File: src/include/wdr_map.svh
// register map, reset values and timing constants of the watchdog block
`ifndef WDR_MAP_SVH
`define WDR_MAP_SVH

// data memory addresses of the block's registers
`define WDR_ADDR_PERIOD_SEL 8'h09
`define WDR_ADDR_CTRL_ONE   8'h0A
`define WDR_ADDR_STATUS     8'h0B

// field positions
`define WDR_SEL_MSB         2
`define WDR_KEY_MSB         3
`define WDR_STAT_TMO_BIT    5
`define WDR_STAT_PWRDN_BIT  4

// reset values and keys
`define WDR_SEL_RESET       3'h7
`define WDR_KEY_OFF         4'hA
`define WDR_KEY_ON_ADVISED  4'h5

// time-out counter geometry
`define WDR_CNT_W           15
`define WDR_SEL_BASE        8

// reset delay: time in ms, clock in kHz
`define WDR_RSTD_MS         50
`define WDR_CLK_KHZ         125000
`define WDR_RSTD_CYCLES     (`WDR_RSTD_MS * `WDR_CLK_KHZ)

// system clock divider ratio for the derived watchdog source
`define WDR_SYS_DIV         4
`define WDR_DIV_W           2

`endif

File: src/include/wdr_pkg.sv
// types shared by the watchdog and reset control block
package wdr_pkg;

	// watchdog clock source options
	typedef enum logic [1:0] {
		WDR_SRC_CRYSTAL,
		WDR_SRC_SYS_DIV4,
		WDR_SRC_SLOW_RC
	} wdr_src_t;

	// fixed configuration options
	typedef struct packed {
		logic     wdt_en;
		wdr_src_t clk_src;
		logic     pair_mode;
	} wdr_cfg_t;

	// instruction strobes from the core, one-cycle pulses
	typedef struct packed {
		logic clr_single;
		logic clr_first;
		logic clr_second;
		logic halt;
	} wdr_instr_t;

	// data memory access for the block's registers
	typedef struct packed {
		logic       wr;
		logic       rd;
		logic [7:0] addr;
		logic [7:0] wdata;
	} wdr_mem_t;

	// reset and run states
	typedef enum logic [1:0] {
		WDR_ST_HOLD,
		WDR_ST_DELAY,
		WDR_ST_RUN,
		WDR_ST_HALT
	} wdr_state_t;

endpackage

File: src/core/wdr_top.sv
// watchdog timer with power-on, pin, low-supply and time-out reset control
// Operation
// - overflow while running resets the device
// - watchdog off makes its instructions no-ops
// - option on forces watchdog; else key decides
// - key 1010B disables and is power-up value
// - clock from crystal, sysclk/4 or slow RC
// - sysclk/4 source stops while halted
// - period is 2^(8+code) watchdog clocks
// - upper bits read zero, code resets 111
// - running time-out resets and sets flag
// - halted time-out wakes, clears pc, stack
// - pin, clear instructions and halt clear counter
// - option picks single or paired clearing
// - paired mode needs both distinct instructions
// - program counter zero after power-on
// - ports preset to inputs on power-on
// - wait reset delay after pin release
// - pin low while running restarts at zero
// - low supply reset equals pin reset
// - time-out and powerdown flags only, pin reset keeps them
// - halt sets powerdown flag, clear clears it
`timescale 1ns/10ps
`include "wdr_map.svh"

module wdr_top #(
	parameter int RSTD_CYCLES = `WDR_RSTD_CYCLES
) (
	input  wire logic                CLK,
	input  wire logic                NRST,
	input  wire wdr_pkg::wdr_cfg_t   CFG,
	input  wire wdr_pkg::wdr_instr_t INSTR,
	input  wire wdr_pkg::wdr_mem_t   MEM,
	input  wire logic                EXT_RESET_N,
	input  wire logic                LOW_SUPPLY_RESET,
	input  wire logic                WAKE_REQ,
	input  wire logic                CRYSTAL_CLK,
	input  wire logic                SLOW_RC_CLK,
	output logic [7:0]               MEM_RDATA,
	output logic                     CORE_RESET,
	output logic                     PC_CLEAR,
	output logic                     PC_STACK_CLEAR,
	output logic                     PORT_PRESET,
	output logic                     HALTED,
	output logic                     TIMEOUT_FLAG,
	output logic                     POWERDOWN_FLAG
);

	// time-out limit for a period code
	function automatic logic [`WDR_CNT_W-1:0] wdr_limit(
		input logic [`WDR_SEL_MSB:0] sel
	);
		return `WDR_CNT_W'((32'd1 << (`WDR_SEL_BASE + 32'(sel))) - 32'd1);
	endfunction

	// address match used by read and write decode
	function automatic logic wdr_hit(
		input logic [7:0] addr,
		input logic [7:0] reg_addr
	);
		return addr == reg_addr;
	endfunction

	wdr_pkg::wdr_state_t         state_q;
	wdr_pkg::wdr_state_t         state_d;
	logic [1:0]                  pin_q;
	logic [1:0]                  lowv_q;
	logic [31:0]                 dly_q;
	logic [`WDR_CNT_W-1:0]       cnt_q;
	logic [`WDR_SEL_MSB:0]       sel_q;
	logic [`WDR_KEY_MSB:0]       key_q;
	logic                        tmo_q;
	logic                        pwrdn_q;
	logic                        got1_q;
	logic                        got2_q;
	logic                        pcs_q;
	logic [7:0]                  rdata_q;
	logic [7:0]                  rdata_d;
	logic                        tick;
	logic                        ext_rst;
	logic                        wdt_on;
	logic                        running;
	logic                        halted;
	logic                        dly_done;
	logic                        timeout;
	logic                        clr_pair;
	logic                        clr_sw;
	logic                        clr_cnt;
	logic                        halt_go;
	logic                        wr_sel;
	logic                        wr_key;

	// pin and low-supply synchronisers
	always_ff @(posedge CLK or negedge NRST) begin
		if (!NRST) begin
			pin_q <= 2'h0;
			lowv_q <= 2'h0;
		end else begin
			pin_q <= {pin_q[0], EXT_RESET_N};
			lowv_q <= {lowv_q[0], LOW_SUPPLY_RESET};
		end
	end

	// pin reset and low-supply reset act alike
	assign ext_rst = !pin_q[1] || lowv_q[1];

	// enable decode and state qualifiers
	assign wdt_on   = CFG.wdt_en || (key_q != `WDR_KEY_OFF);
	assign running  = state_q == wdr_pkg::WDR_ST_RUN;
	assign halted   = state_q == wdr_pkg::WDR_ST_HALT;
	assign dly_done = dly_q >= 32'(RSTD_CYCLES - 1);
	assign timeout  = wdt_on && tick && (cnt_q == wdr_limit(sel_q));
	assign halt_go  = running && INSTR.halt;

	// clearing: single instruction or a pair of distinct ones
	assign clr_pair = (INSTR.clr_first && got2_q)
	                || (INSTR.clr_second && got1_q);
	assign clr_sw   = wdt_on && running
	                && (CFG.pair_mode ? clr_pair : INSTR.clr_single);
	assign clr_cnt  = clr_sw || (halt_go && wdt_on) || !running && !halted
	                || timeout || ext_rst;

	// watchdog clock source
	wdr_tick u_tick (
		.clk         (CLK),
		.nrst        (NRST),
		.src         (CFG.clk_src),
		.halted      (halted),
		.crystal_clk (CRYSTAL_CLK),
		.slow_rc_clk (SLOW_RC_CLK),
		.tick        (tick)
	);

	// next state of the reset sequencer
	always_comb begin
		state_d = state_q;
		unique case (state_q)
			wdr_pkg::WDR_ST_HOLD: begin
				if (!ext_rst)
					state_d = wdr_pkg::WDR_ST_DELAY;
			end
			wdr_pkg::WDR_ST_DELAY: begin
				if (ext_rst)
					state_d = wdr_pkg::WDR_ST_HOLD;
				else if (dly_done)
					state_d = wdr_pkg::WDR_ST_RUN;
			end
			wdr_pkg::WDR_ST_RUN: begin
				if (ext_rst)
					state_d = wdr_pkg::WDR_ST_HOLD;
				else if (timeout)
					state_d = wdr_pkg::WDR_ST_DELAY;
				else if (INSTR.halt)
					state_d = wdr_pkg::WDR_ST_HALT;
			end
			wdr_pkg::WDR_ST_HALT: begin
				if (ext_rst)
					state_d = wdr_pkg::WDR_ST_HOLD;
				else if (timeout || WAKE_REQ)
					state_d = wdr_pkg::WDR_ST_RUN;
			end
		endcase
	end

	// state and reset delay counter
	always_ff @(posedge CLK or negedge NRST) begin
		if (!NRST) begin
			state_q <= wdr_pkg::WDR_ST_HOLD;
			dly_q   <= 32'h0;
		end else begin
			state_q <= state_d;
			dly_q   <= (state_q == wdr_pkg::WDR_ST_DELAY && !dly_done)
			           ? dly_q + 32'h1 : 32'h0;
		end
	end

	// watchdog counter
	always_ff @(posedge CLK or negedge NRST) begin
		if (!NRST)
			cnt_q <= '0;
		else if (clr_cnt || !wdt_on)
			cnt_q <= '0;
		else if (tick)
			cnt_q <= cnt_q + `WDR_CNT_W'(1);
	end

	// paired clear tracking, repeats of one half are ignored
	always_ff @(posedge CLK or negedge NRST) begin
		if (!NRST) begin
			got1_q <= 1'b0;
			got2_q <= 1'b0;
		end else if (!wdt_on || !running || clr_pair) begin
			got1_q <= 1'b0;
			got2_q <= 1'b0;
		end else begin
			got1_q <= got1_q || INSTR.clr_first;
			got2_q <= got2_q || INSTR.clr_second;
		end
	end

	// register write decode
	assign wr_sel = MEM.wr && wdr_hit(MEM.addr, `WDR_ADDR_PERIOD_SEL);
	assign wr_key = MEM.wr && wdr_hit(MEM.addr, `WDR_ADDR_CTRL_ONE);

	// period select and enable key
	always_ff @(posedge CLK or negedge NRST) begin
		if (!NRST) begin
			sel_q <= `WDR_SEL_RESET;
			key_q <= `WDR_KEY_OFF;
		end else begin
			if (!running && !halted || timeout && running)
				sel_q <= `WDR_SEL_RESET;
			else if (wr_sel && running)
				sel_q <= MEM.wdata[`WDR_SEL_MSB:0];
			if (wr_key && running)
				key_q <= MEM.wdata[`WDR_KEY_MSB:0];
		end
	end

	// reset flags, a set wins over a clear in the same cycle
	always_ff @(posedge CLK or negedge NRST) begin
		if (!NRST) begin
			tmo_q   <= 1'b0;
			pwrdn_q <= 1'b0;
		end else begin
			if (timeout)
				tmo_q <= 1'b1;
			else if (halt_go)
				tmo_q <= 1'b0;
			if (halt_go && !timeout)
				pwrdn_q <= 1'b1;
			else if (clr_sw)
				pwrdn_q <= 1'b0;
		end
	end

	// wake pulse clearing program counter and stack pointer
	always_ff @(posedge CLK or negedge NRST) begin
		if (!NRST)
			pcs_q <= 1'b0;
		else
			pcs_q <= halted && timeout;
	end

	// register read mux, unmapped reads return zero
	assign rdata_d =
		wdr_hit(MEM.addr, `WDR_ADDR_PERIOD_SEL) ? {5'h00, sel_q} :
		wdr_hit(MEM.addr, `WDR_ADDR_CTRL_ONE)   ? {4'h0, key_q}  :
		wdr_hit(MEM.addr, `WDR_ADDR_STATUS)     ?
			8'(({7'h00, tmo_q} << `WDR_STAT_TMO_BIT)
			 | ({7'h00, pwrdn_q} << `WDR_STAT_PWRDN_BIT)) :
		8'h00;

	// registered read data
	always_ff @(posedge CLK or negedge NRST) begin
		if (!NRST)
			rdata_q <= 8'h00;
		else if (MEM.rd)
			rdata_q <= rdata_d;
	end

	// outputs
	assign MEM_RDATA      = rdata_q;
	assign CORE_RESET     = !running && !halted;
	assign PC_CLEAR       = CORE_RESET || pcs_q;
	assign PC_STACK_CLEAR = pcs_q;
	assign PORT_PRESET    = CORE_RESET;
	assign HALTED         = halted;
	assign TIMEOUT_FLAG   = tmo_q;
	assign POWERDOWN_FLAG = pwrdn_q;
endmodule

File: src/core/wdr_tick.sv
// watchdog clock source selection and tick generation
`timescale 1ns/10ps
`include "wdr_map.svh"

module wdr_tick (
	input  wire logic              clk,
	input  wire logic              nrst,
	input  wire wdr_pkg::wdr_src_t src,
	input  wire logic              halted,
	input  wire logic              crystal_clk,
	input  wire logic              slow_rc_clk,
	output logic                   tick
);

	logic [2:0]            xtal_q;
	logic [2:0]            rc_q;
	logic [`WDR_DIV_W-1:0] div_q;
	logic                  xtal_rise;
	logic                  rc_rise;
	logic                  div_wrap;
	logic                  tick_d;

	// two-stage synchronisers, third stage only for edge detection
	always_ff @(posedge clk or negedge nrst) begin
		if (!nrst) begin
			xtal_q <= 3'h0;
			rc_q   <= 3'h0;
		end else begin
			xtal_q <= {xtal_q[1:0], crystal_clk};
			rc_q   <= {rc_q[1:0], slow_rc_clk};
		end
	end

	// system clock divider, frozen while the core is halted
	always_ff @(posedge clk or negedge nrst) begin
		if (!nrst)
			div_q <= '0;
		else if (!halted)
			div_q <= div_q + `WDR_DIV_W'(1);
	end

	// rising edges of the selected source
	assign xtal_rise = xtal_q[1] & ~xtal_q[2];
	assign rc_rise   = rc_q[1] & ~rc_q[2];
	assign div_wrap  = !halted && (div_q == `WDR_DIV_W'(`WDR_SYS_DIV - 1));
	assign tick_d    = (src == wdr_pkg::WDR_SRC_CRYSTAL)  ? xtal_rise :
	                   (src == wdr_pkg::WDR_SRC_SYS_DIV4) ? div_wrap  :
	                   (src == wdr_pkg::WDR_SRC_SLOW_RC)  ? rc_rise   :
	                   1'b0;

	// registered tick pulse
	always_ff @(posedge clk or negedge nrst) begin
		if (!nrst)
			tick <= 1'b0;
		else
			tick <= tick_d;
	end

endmodule

File: config.mk
export PLATFORM = sky130hd
export DESIGN_NAME = wdr_top
export DESIGN_NICKNAME = d
export VERILOG_FILES = /design/src/include/wdr_pkg.sv /design/src/core/wdr_top.sv /design/src/core/wdr_tick.sv
export VERILOG_INCLUDE_DIRS = /design/src /design/src/include
export SDC_FILE = /design/constraint.sdc
export NUM_CORES = 1
export LEC_CHECK = 0
export ABC_AREA = 1
export BUFFER_PORTS_ARGS = -buffer_cell sky130_fd_sc_hd__clkbuf_2
export CORE_AREA = 3 3 98 100
export CTS_CLUSTER_DIAMETER = 60
export DETAILED_ROUTE_END_ITERATION = 8
export DIE_AREA = 0 0 101 103
export HOLD_SLACK_MARGIN = 0.06
export MAX_ROUTING_LAYER = met4
export PLACE_DENSITY = 0.58
export SLEW_MARGIN = 20
export SYNTH_ARGS = -nofsm -noshare
export SYNTH_HDL_FRONTEND = slang
export SYNTH_SLANG_ARGS = --single-unit
File: constraint.sdc
create_clock -name CLK -period 2.05 [get_ports CLK]
set_clock_uncertainty 0.2 [all_clocks]
set_input_delay 0.205 -clock CLK [delete_from_list [all_inputs] [get_ports CLK]]
set_output_delay 0.205 -clock CLK [all_outputs]
set_load 0.02 [all_outputs]
== Word level (Yosys, flattened, before mapping) ==
Cells that the tools add are included.

* $add $sub $neg: 5
* Magnitude comparators: 1
* Equal/unequal tests: 15
* Shift-type cells: 1
* Muxes and demuxes: 27
* Bitwise logic cells: 5
* Reduce and logical (&&, ||, !) cells: 46

{| class="wikitable"
|+ Operator list
! kind !! number
|-
| $add 32x1->32 const B || 1
|-
| $ge 32x23->1 const B || 1
|-
| $mux 32 || 1
|-
| $mux 15 || 2
|-
| $eq 8x4->1 const B || 3
|-
| $logic_and 1x1->1 || 18
|-
| $mux 6 || 3
|-
| $mux 2 || 8
|-
| $add 15x1->15 const B || 1
|-
| $eq 15x15->1 || 1
|-
| $logic_or 1x1->1 || 15
|-
| $shl 1x5->15 const A || 1
|-
| $sub 15x1->15 const B || 1
|-
| $mux 1 || 10
|-
| $eq 2x2->1 const B || 4
|-
| $pmux 2 s4 || 1
|-
| $reduce_bool 2->1 || 4
|-
| $logic_not 1->1 || 6
|-
| $mux 3 || 2
|-
| $or 6x5->6 || 1
|-
| $add 4x3->5 const A || 1
|-
| $eq 2x1->1 const B || 2
|-
| $logic_not 2->1 || 2
|-
| $ne 4x3->1 const B || 1
|-
| other kinds (8) || 10
|}

* Bits in registers: 82
* Input bits: 33
* Output and inout port bits: 15

== Longest topological paths before layout ==
* Word-level depth: 10
* Mapped depth: 12
* Depth with buffers taken out: 11

== Cells and area by module ==
From an unflattened synthesis, not the netlist that was laid out.

* Cell total of the unflattened synthesis: 477
* Area total of the unflattened synthesis: 3,940.0 um^2

{| class="wikitable"
|+ Modules (own cells, without submodules)
! module !! instances !! cells each !! area each (um^2)
|-
| wdr_top || 1 || 448 || 3,618.5
|-
| wdr_tick || 1 || 29 || 321.6
|}

== Worst setup path before layout ==
Ideal clock, no wire load.

* Path kind: register to register
* Start: register sel_q[1]
* End: register cnt_q[0]
* Data arrival time: 1,472 ps
* Required time: 1,730 ps
* Setup slack: 257 ps
* Stages on the path, launching flop included: 11
* Buffers on the path: 2
* Period minus slack after synthesis: 1,793 ps
* Cell sequence: dfstp_2 > buf_2 > nand2_1 > nand2_1 > xor2_1 > nand3_2 > nor2_4 > inv_2 > nand3_4 > buf_6 > nor2_1

* Word-level cells in the longest chain between the ends: 9
* Elaborated cells on any way between the ends: 10
* Classes of those cells: 2 x add/sub; 1 x eq/ne; 1 x shift; 1 x mux; 5 x reduce/logical

{| class="wikitable"
|+ RTL lines
! what !! RTL line !! RTL
|-
| start, declared || wdr_top.sv:70 || <nowiki>logic [`WDR_SEL_MSB:0] sel_q;</nowiki>
|-
| start signal, assigned || wdr_top.sv:208 || <nowiki>sel_q <= `WDR_SEL_RESET;</nowiki>
|-
| start signal, assigned || wdr_top.sv:212 || <nowiki>sel_q <= `WDR_SEL_RESET;</nowiki>
|-
| start signal, assigned || wdr_top.sv:214 || <nowiki>sel_q <= MEM.wdata[`WDR_SEL_MSB:0];</nowiki>
|-
| $add 4x3->5 (no source line) * || -- ||
|-
| $shl 1x5->15 * || wdr_top.sv:53 || <nowiki>return `WDR_CNT_W'((32'd1 << (`WDR_SEL_BASE + 32'(sel))) - 32'd1);</nowiki>
|-
| $sub 15x1->15 * || wdr_top.sv:53 ||
|-
| $eq 15x15->1 * || wdr_top.sv:112 || <nowiki>assign timeout = wdt_on && tick && (cnt_q == wdr_limit(sel_q));</nowiki>
|-
| $logic_and 1x1->1 * || wdr_top.sv:112 ||
|-
| $logic_or 1x1->1 * (2 in series) || wdr_top.sv:121 || <nowiki>|| timeout || ext_rst;</nowiki>
|-
| $logic_or 1x1->1 * || wdr_top.sv:181 || <nowiki>else if (clr_cnt || !wdt_on)</nowiki>
|-
| $mux 15 or $reduce_bool 2->1 (tied branches) || -- ||
|-
| end signal, assigned || wdr_top.sv:184 || <nowiki>cnt_q <= cnt_q + `WDR_CNT_W'(1);</nowiki>
|-
| end, declared || wdr_top.sv:69 || <nowiki>logic [`WDR_CNT_W-1:0] cnt_q;</nowiki>
|}

Every way passes the cells marked *; elsewhere a longest branch is shown, timed or not.
A chain may end at the register's enable or synchronous reset.

== Worst setup path after layout ==
* Start: register dly_q[0]
* End: register dly_q[13]

* Word-level cells in the longest chain between the ends: 4
* Elaborated cells on any way between the ends: 5
* Classes of those cells: 1 x add/sub; 1 x order compare; 1 x mux; 2 x reduce/logical

{| class="wikitable"
|+ RTL lines
! what !! RTL line !! RTL
|-
| start, declared || wdr_top.sv:68 || <nowiki>logic [31:0] dly_q;</nowiki>
|-
| start signal, assigned || wdr_top.sv:172 || <nowiki>dly_q <= (state_q == wdr_pkg::WDR_ST_DELAY && !dly_done)</nowiki>
|-
| $ge 32x23->1 || wdr_top.sv:111 || <nowiki>assign dly_done = dly_q >= 32'(RSTD_CYCLES - 1);</nowiki>
|-
| $logic_not 1->1 || wdr_top.sv:172 ||
|-
| $logic_and 1x1->1 || wdr_top.sv:172 ||
|-
| $mux 32 * || wdr_top.sv:173 || <nowiki>? dly_q + 32'h1 : 32'h0;</nowiki>
|}

Marks and branches as above.

==> results.yml <==
clock_tree:
  cts_tree: "yes"
  insertion_delay_ns: 0.35
  root_buffer: "clkbuf_8"
  clock-sinks: 80
  cts.htree.levels: 3
  cts.clk_slew.worst_paths_ns: 0.08
  cts_buffers: 9
  clk_path_buf_depth: 2
power:
  worst_ir_drop_vdd_uv: 418
  p_per_area_mw_per_mm2: 719
  p_leak_nw: 2.19
critical_path:
  critical_path_arrival_ns: 1.96
  timing.rr.start: "dly_q[0]"
  reg2reg_depth: 8
  r2r_slack_ns: 0.12
  critical_path_required_ns: 2.09
  crit_chain: "buf_4 > nand3_2 > nor3_4 > nand4_1 > nor2_4 > buf_4 > a21oi_1 > o21a_1"
  critPathMaxStageDelay_ns: 0.36
  path_class: "reg -> reg"
  path_common_cell: "buf_4"
  worstSetupEndpointType: "flip-flop"
  startpoint_type: "flip-flop"
  crit_slowest_cell: "dfrtp_1"
  cp_max_fo: 7
  rr_endpoint: "dly_q[13]"
worst_hold_path:
  min_from: "INSTR[3]"
  hold_path.class: "in -> reg"
  whs_endpoint: "POWERDOWN_FLAG"
  whs_path_depth: 4
grt:
  grtUsageTotal_pct: 16.5
  grt_pass1_wl_um: 13200
  grt_max_degree: 37
  grt_pass1_vias: 2978
  grt_overflow: 0
  antenna_found_initial: 0
timing:
  max_freq_ghz: 0.519
  rsz0062_at_grt: "true"
  finalSetupViolations: 0
  drv_slew: 0
  fin_ws_ns: 0.124
  timing.final.crit_period_ns: 1.93
  fin_crit_sh_pct: 93.9
  setup-tns-final_ns: 0
  finalHoldViolations: 0
detailed_routing:
  routed_wl_um: 7640
  viasPerCell: 4.70
  detailedRoute.firstPassIterationCount: 4
  postRouteAntennaNets: 0
  via_count: 3036
  drt_iter0_drc: 86
  post_drt_wl_per_cell_um: 11.8
  drc: 0
synthesis:
  avgSynthCellArea_um2: 8.61
  ys_ff_latch: 80
  synth_cell_type_count: 43
  syn_area_mm2: 0.00385
  yosysWarnings: 0
  syn_inst: 447
  ys_seq_area_share_pct: 52.2
layout:
  diodes: 0
  final_common_cell: "nand2_1"
  layout.nets: 569
  final_cell_mix: "79 x nand2_1, 75 x dfrtp_1, 66 x nor2_1, 62 x inv_1, 40 x clkbuf_2"
  finalInstanceArea_mm2: 0.00474
  area_growth_pct: 23.0
  final_layout_size_suffix_gt1_share_pct: 19.1
placed_design:
  io_buffers: 41
  hpwlAfterDp_um: 5480
  gp_congestion: 0.823
  place_ws_ns: 0.0746
  placed_cell_area_mm2: 0.00427
floorplan:
  dieArea_mm2: 0.0104
  start_util_pct: 43.9
  ioPinCount: 48
  core_area_mm2: 0.00876
  fp.dieW_um: 101
  fp.dieH_um: 103
  rows: 34
job:
  cap_violations: 0
outcome:
  status: "complete, no violations"
-- synth_stat cells (all sizes together) --
cell | n | area (µm²)
o21bai | 3 | 26.3
nand4 | 14 | 87.6
a31oi | 1 | 6.26
nand3b | 1 | 7.51
conb | 1 | 3.75
dfrtp | 75 | 1880
nor3 | 11 | 76.3
o22ai | 4 | 25.0
o21ai | 13 | 65.1
a32o | 1 | 10.0
o21a | 2 | 15.0
o221ai | 1 | 8.76
o31ai | 3 | 22.5
nand3 | 28 | 173
xor2 | 15 | 131
buf | 6 | 43.8
xnor2 | 4 | 35.0
a21oi | 21 | 105
o211ai | 3 | 22.5
mux2 | 1 | 11.3
nor4 | 2 | 12.5
or2 | 3 | 18.8
a211oi | 2 | 15.0
nor3b | 3 | 27.5
ha | 3 | 37.5
inv | 66 | 248
dfstp | 5 | 131
nand2 | 83 | 319
nor2 | 71 | 284
clkbuf | 1 | 3.75
-- cell families (layout without fill, tap and decap cells) --
| group | count (synthesis) | count (layout) | share of synthesized area (%) |
|---|---|---|---|
| compound gates | 54 | 54 | 8.35 |
| xor+xnor | 19 | 19 | 4.32 |
| fa+ha+maj | 3 | 3 | 0.975 |
| buf+inv | 73 | 154 | 7.67 |
| flops | 80 | 80 | 52.2 |
| mux | 1 | 1 | 0.292 |
| other cells | 1 | 11 | 0.0974 |
| simple gates | 216 | 216 | 26.1 |
-- through the flow --
| stage | instances | power [mW] | utilization (%) | hold WS (ns) |
|---|---|---|---|---|
| after floorplan | 457 | 2.00 | - | -0.291 |
| after detailed placement | 607 | 2.17 | 48.7 | -0.0618 |
| final | 646 | 3.41 | 54.1 | 0.0897 |
| after global routing | 646 | 3.60 | 54.1 | 0.113 |
| after CTS | 642 | 3.46 | 53.3 | 0.0746 |
| after global placement | 607 | 2.16 | 48.7 | -0.0626 |
-- layout make-up --
cell class | instances | area [µm²]
repair buffers | 72 | 513
clock buffers | 10 | 128
inverters | 66 | 248
well taps | 108 | 135
flip-flops and latches | 80 | 2010
multi-input cells | 304 | 1620
fillers | 810 | 4030
clock inverters | 6 | 83.8
-- flip-flops by register name (all words and copies together), names as in the netlist, 2 cells and up --
name	flops
dly_q	32
cnt_q	15
MEM_RDATA	6
key_q	4
sel_q	3
u_tick.rc_q	3
u_tick.xtal_q	3
lowv_q	2
pin_q	2
state_q	2
u_tick.div_q	2
-- report_power, final --
part	total [mW]	internal (mW)	switching, mW
clock network	1.23	0.682	0.552
registers	1.70	1.65	0.0476
logic	0.469	0.191	0.278
total	3.41	2.53	0.878
-- worst max-delay path: cells and delay by family (launching register included) --
family / cells / cell delay (ns)
AOI/OAI and AO/OA: 2 / 0.15
and+or+nand+nor: 4 / 0.85
DFF: 1 / 0.36
buffers and inverters: 2 / 0.26
-- worst max-delay path by stage --
stage                     startpoint            to  slack (ns)  depth (start not counted)
after floorplan             sel_q[1]      cnt_q[0]        0.26                         10
after global placement      cnt_q[0]    state_q[1]         0.1                         10
after detailed placement    cnt_q[0]    state_q[1]        0.07                         10
after CTS                    MEM[10]  MEM_RDATA[1]        0.06                          8
after global routing        dly_q[0]     dly_q[13]       -0.03                          8
final                       dly_q[0]     dly_q[13]        0.12                          8
-- routing by layer --
layer,wire length (µm),up-vias,GRT usage [%]
met4,104,0,5.73
met5,0,-,-
met3,230,9,4.13
met1,3430,1394,19.3
met2,3880,34,27.8
li1,-,1599,-
-- timing repair --
item,in CTS,in global routing
hold buffers,19,0
endpoints found under the setup margin,0,24
resized for setup,0,11
setup buffers,0,4
endpoints found under the hold margin,101,0
Power figures use the tool's default switching activity.
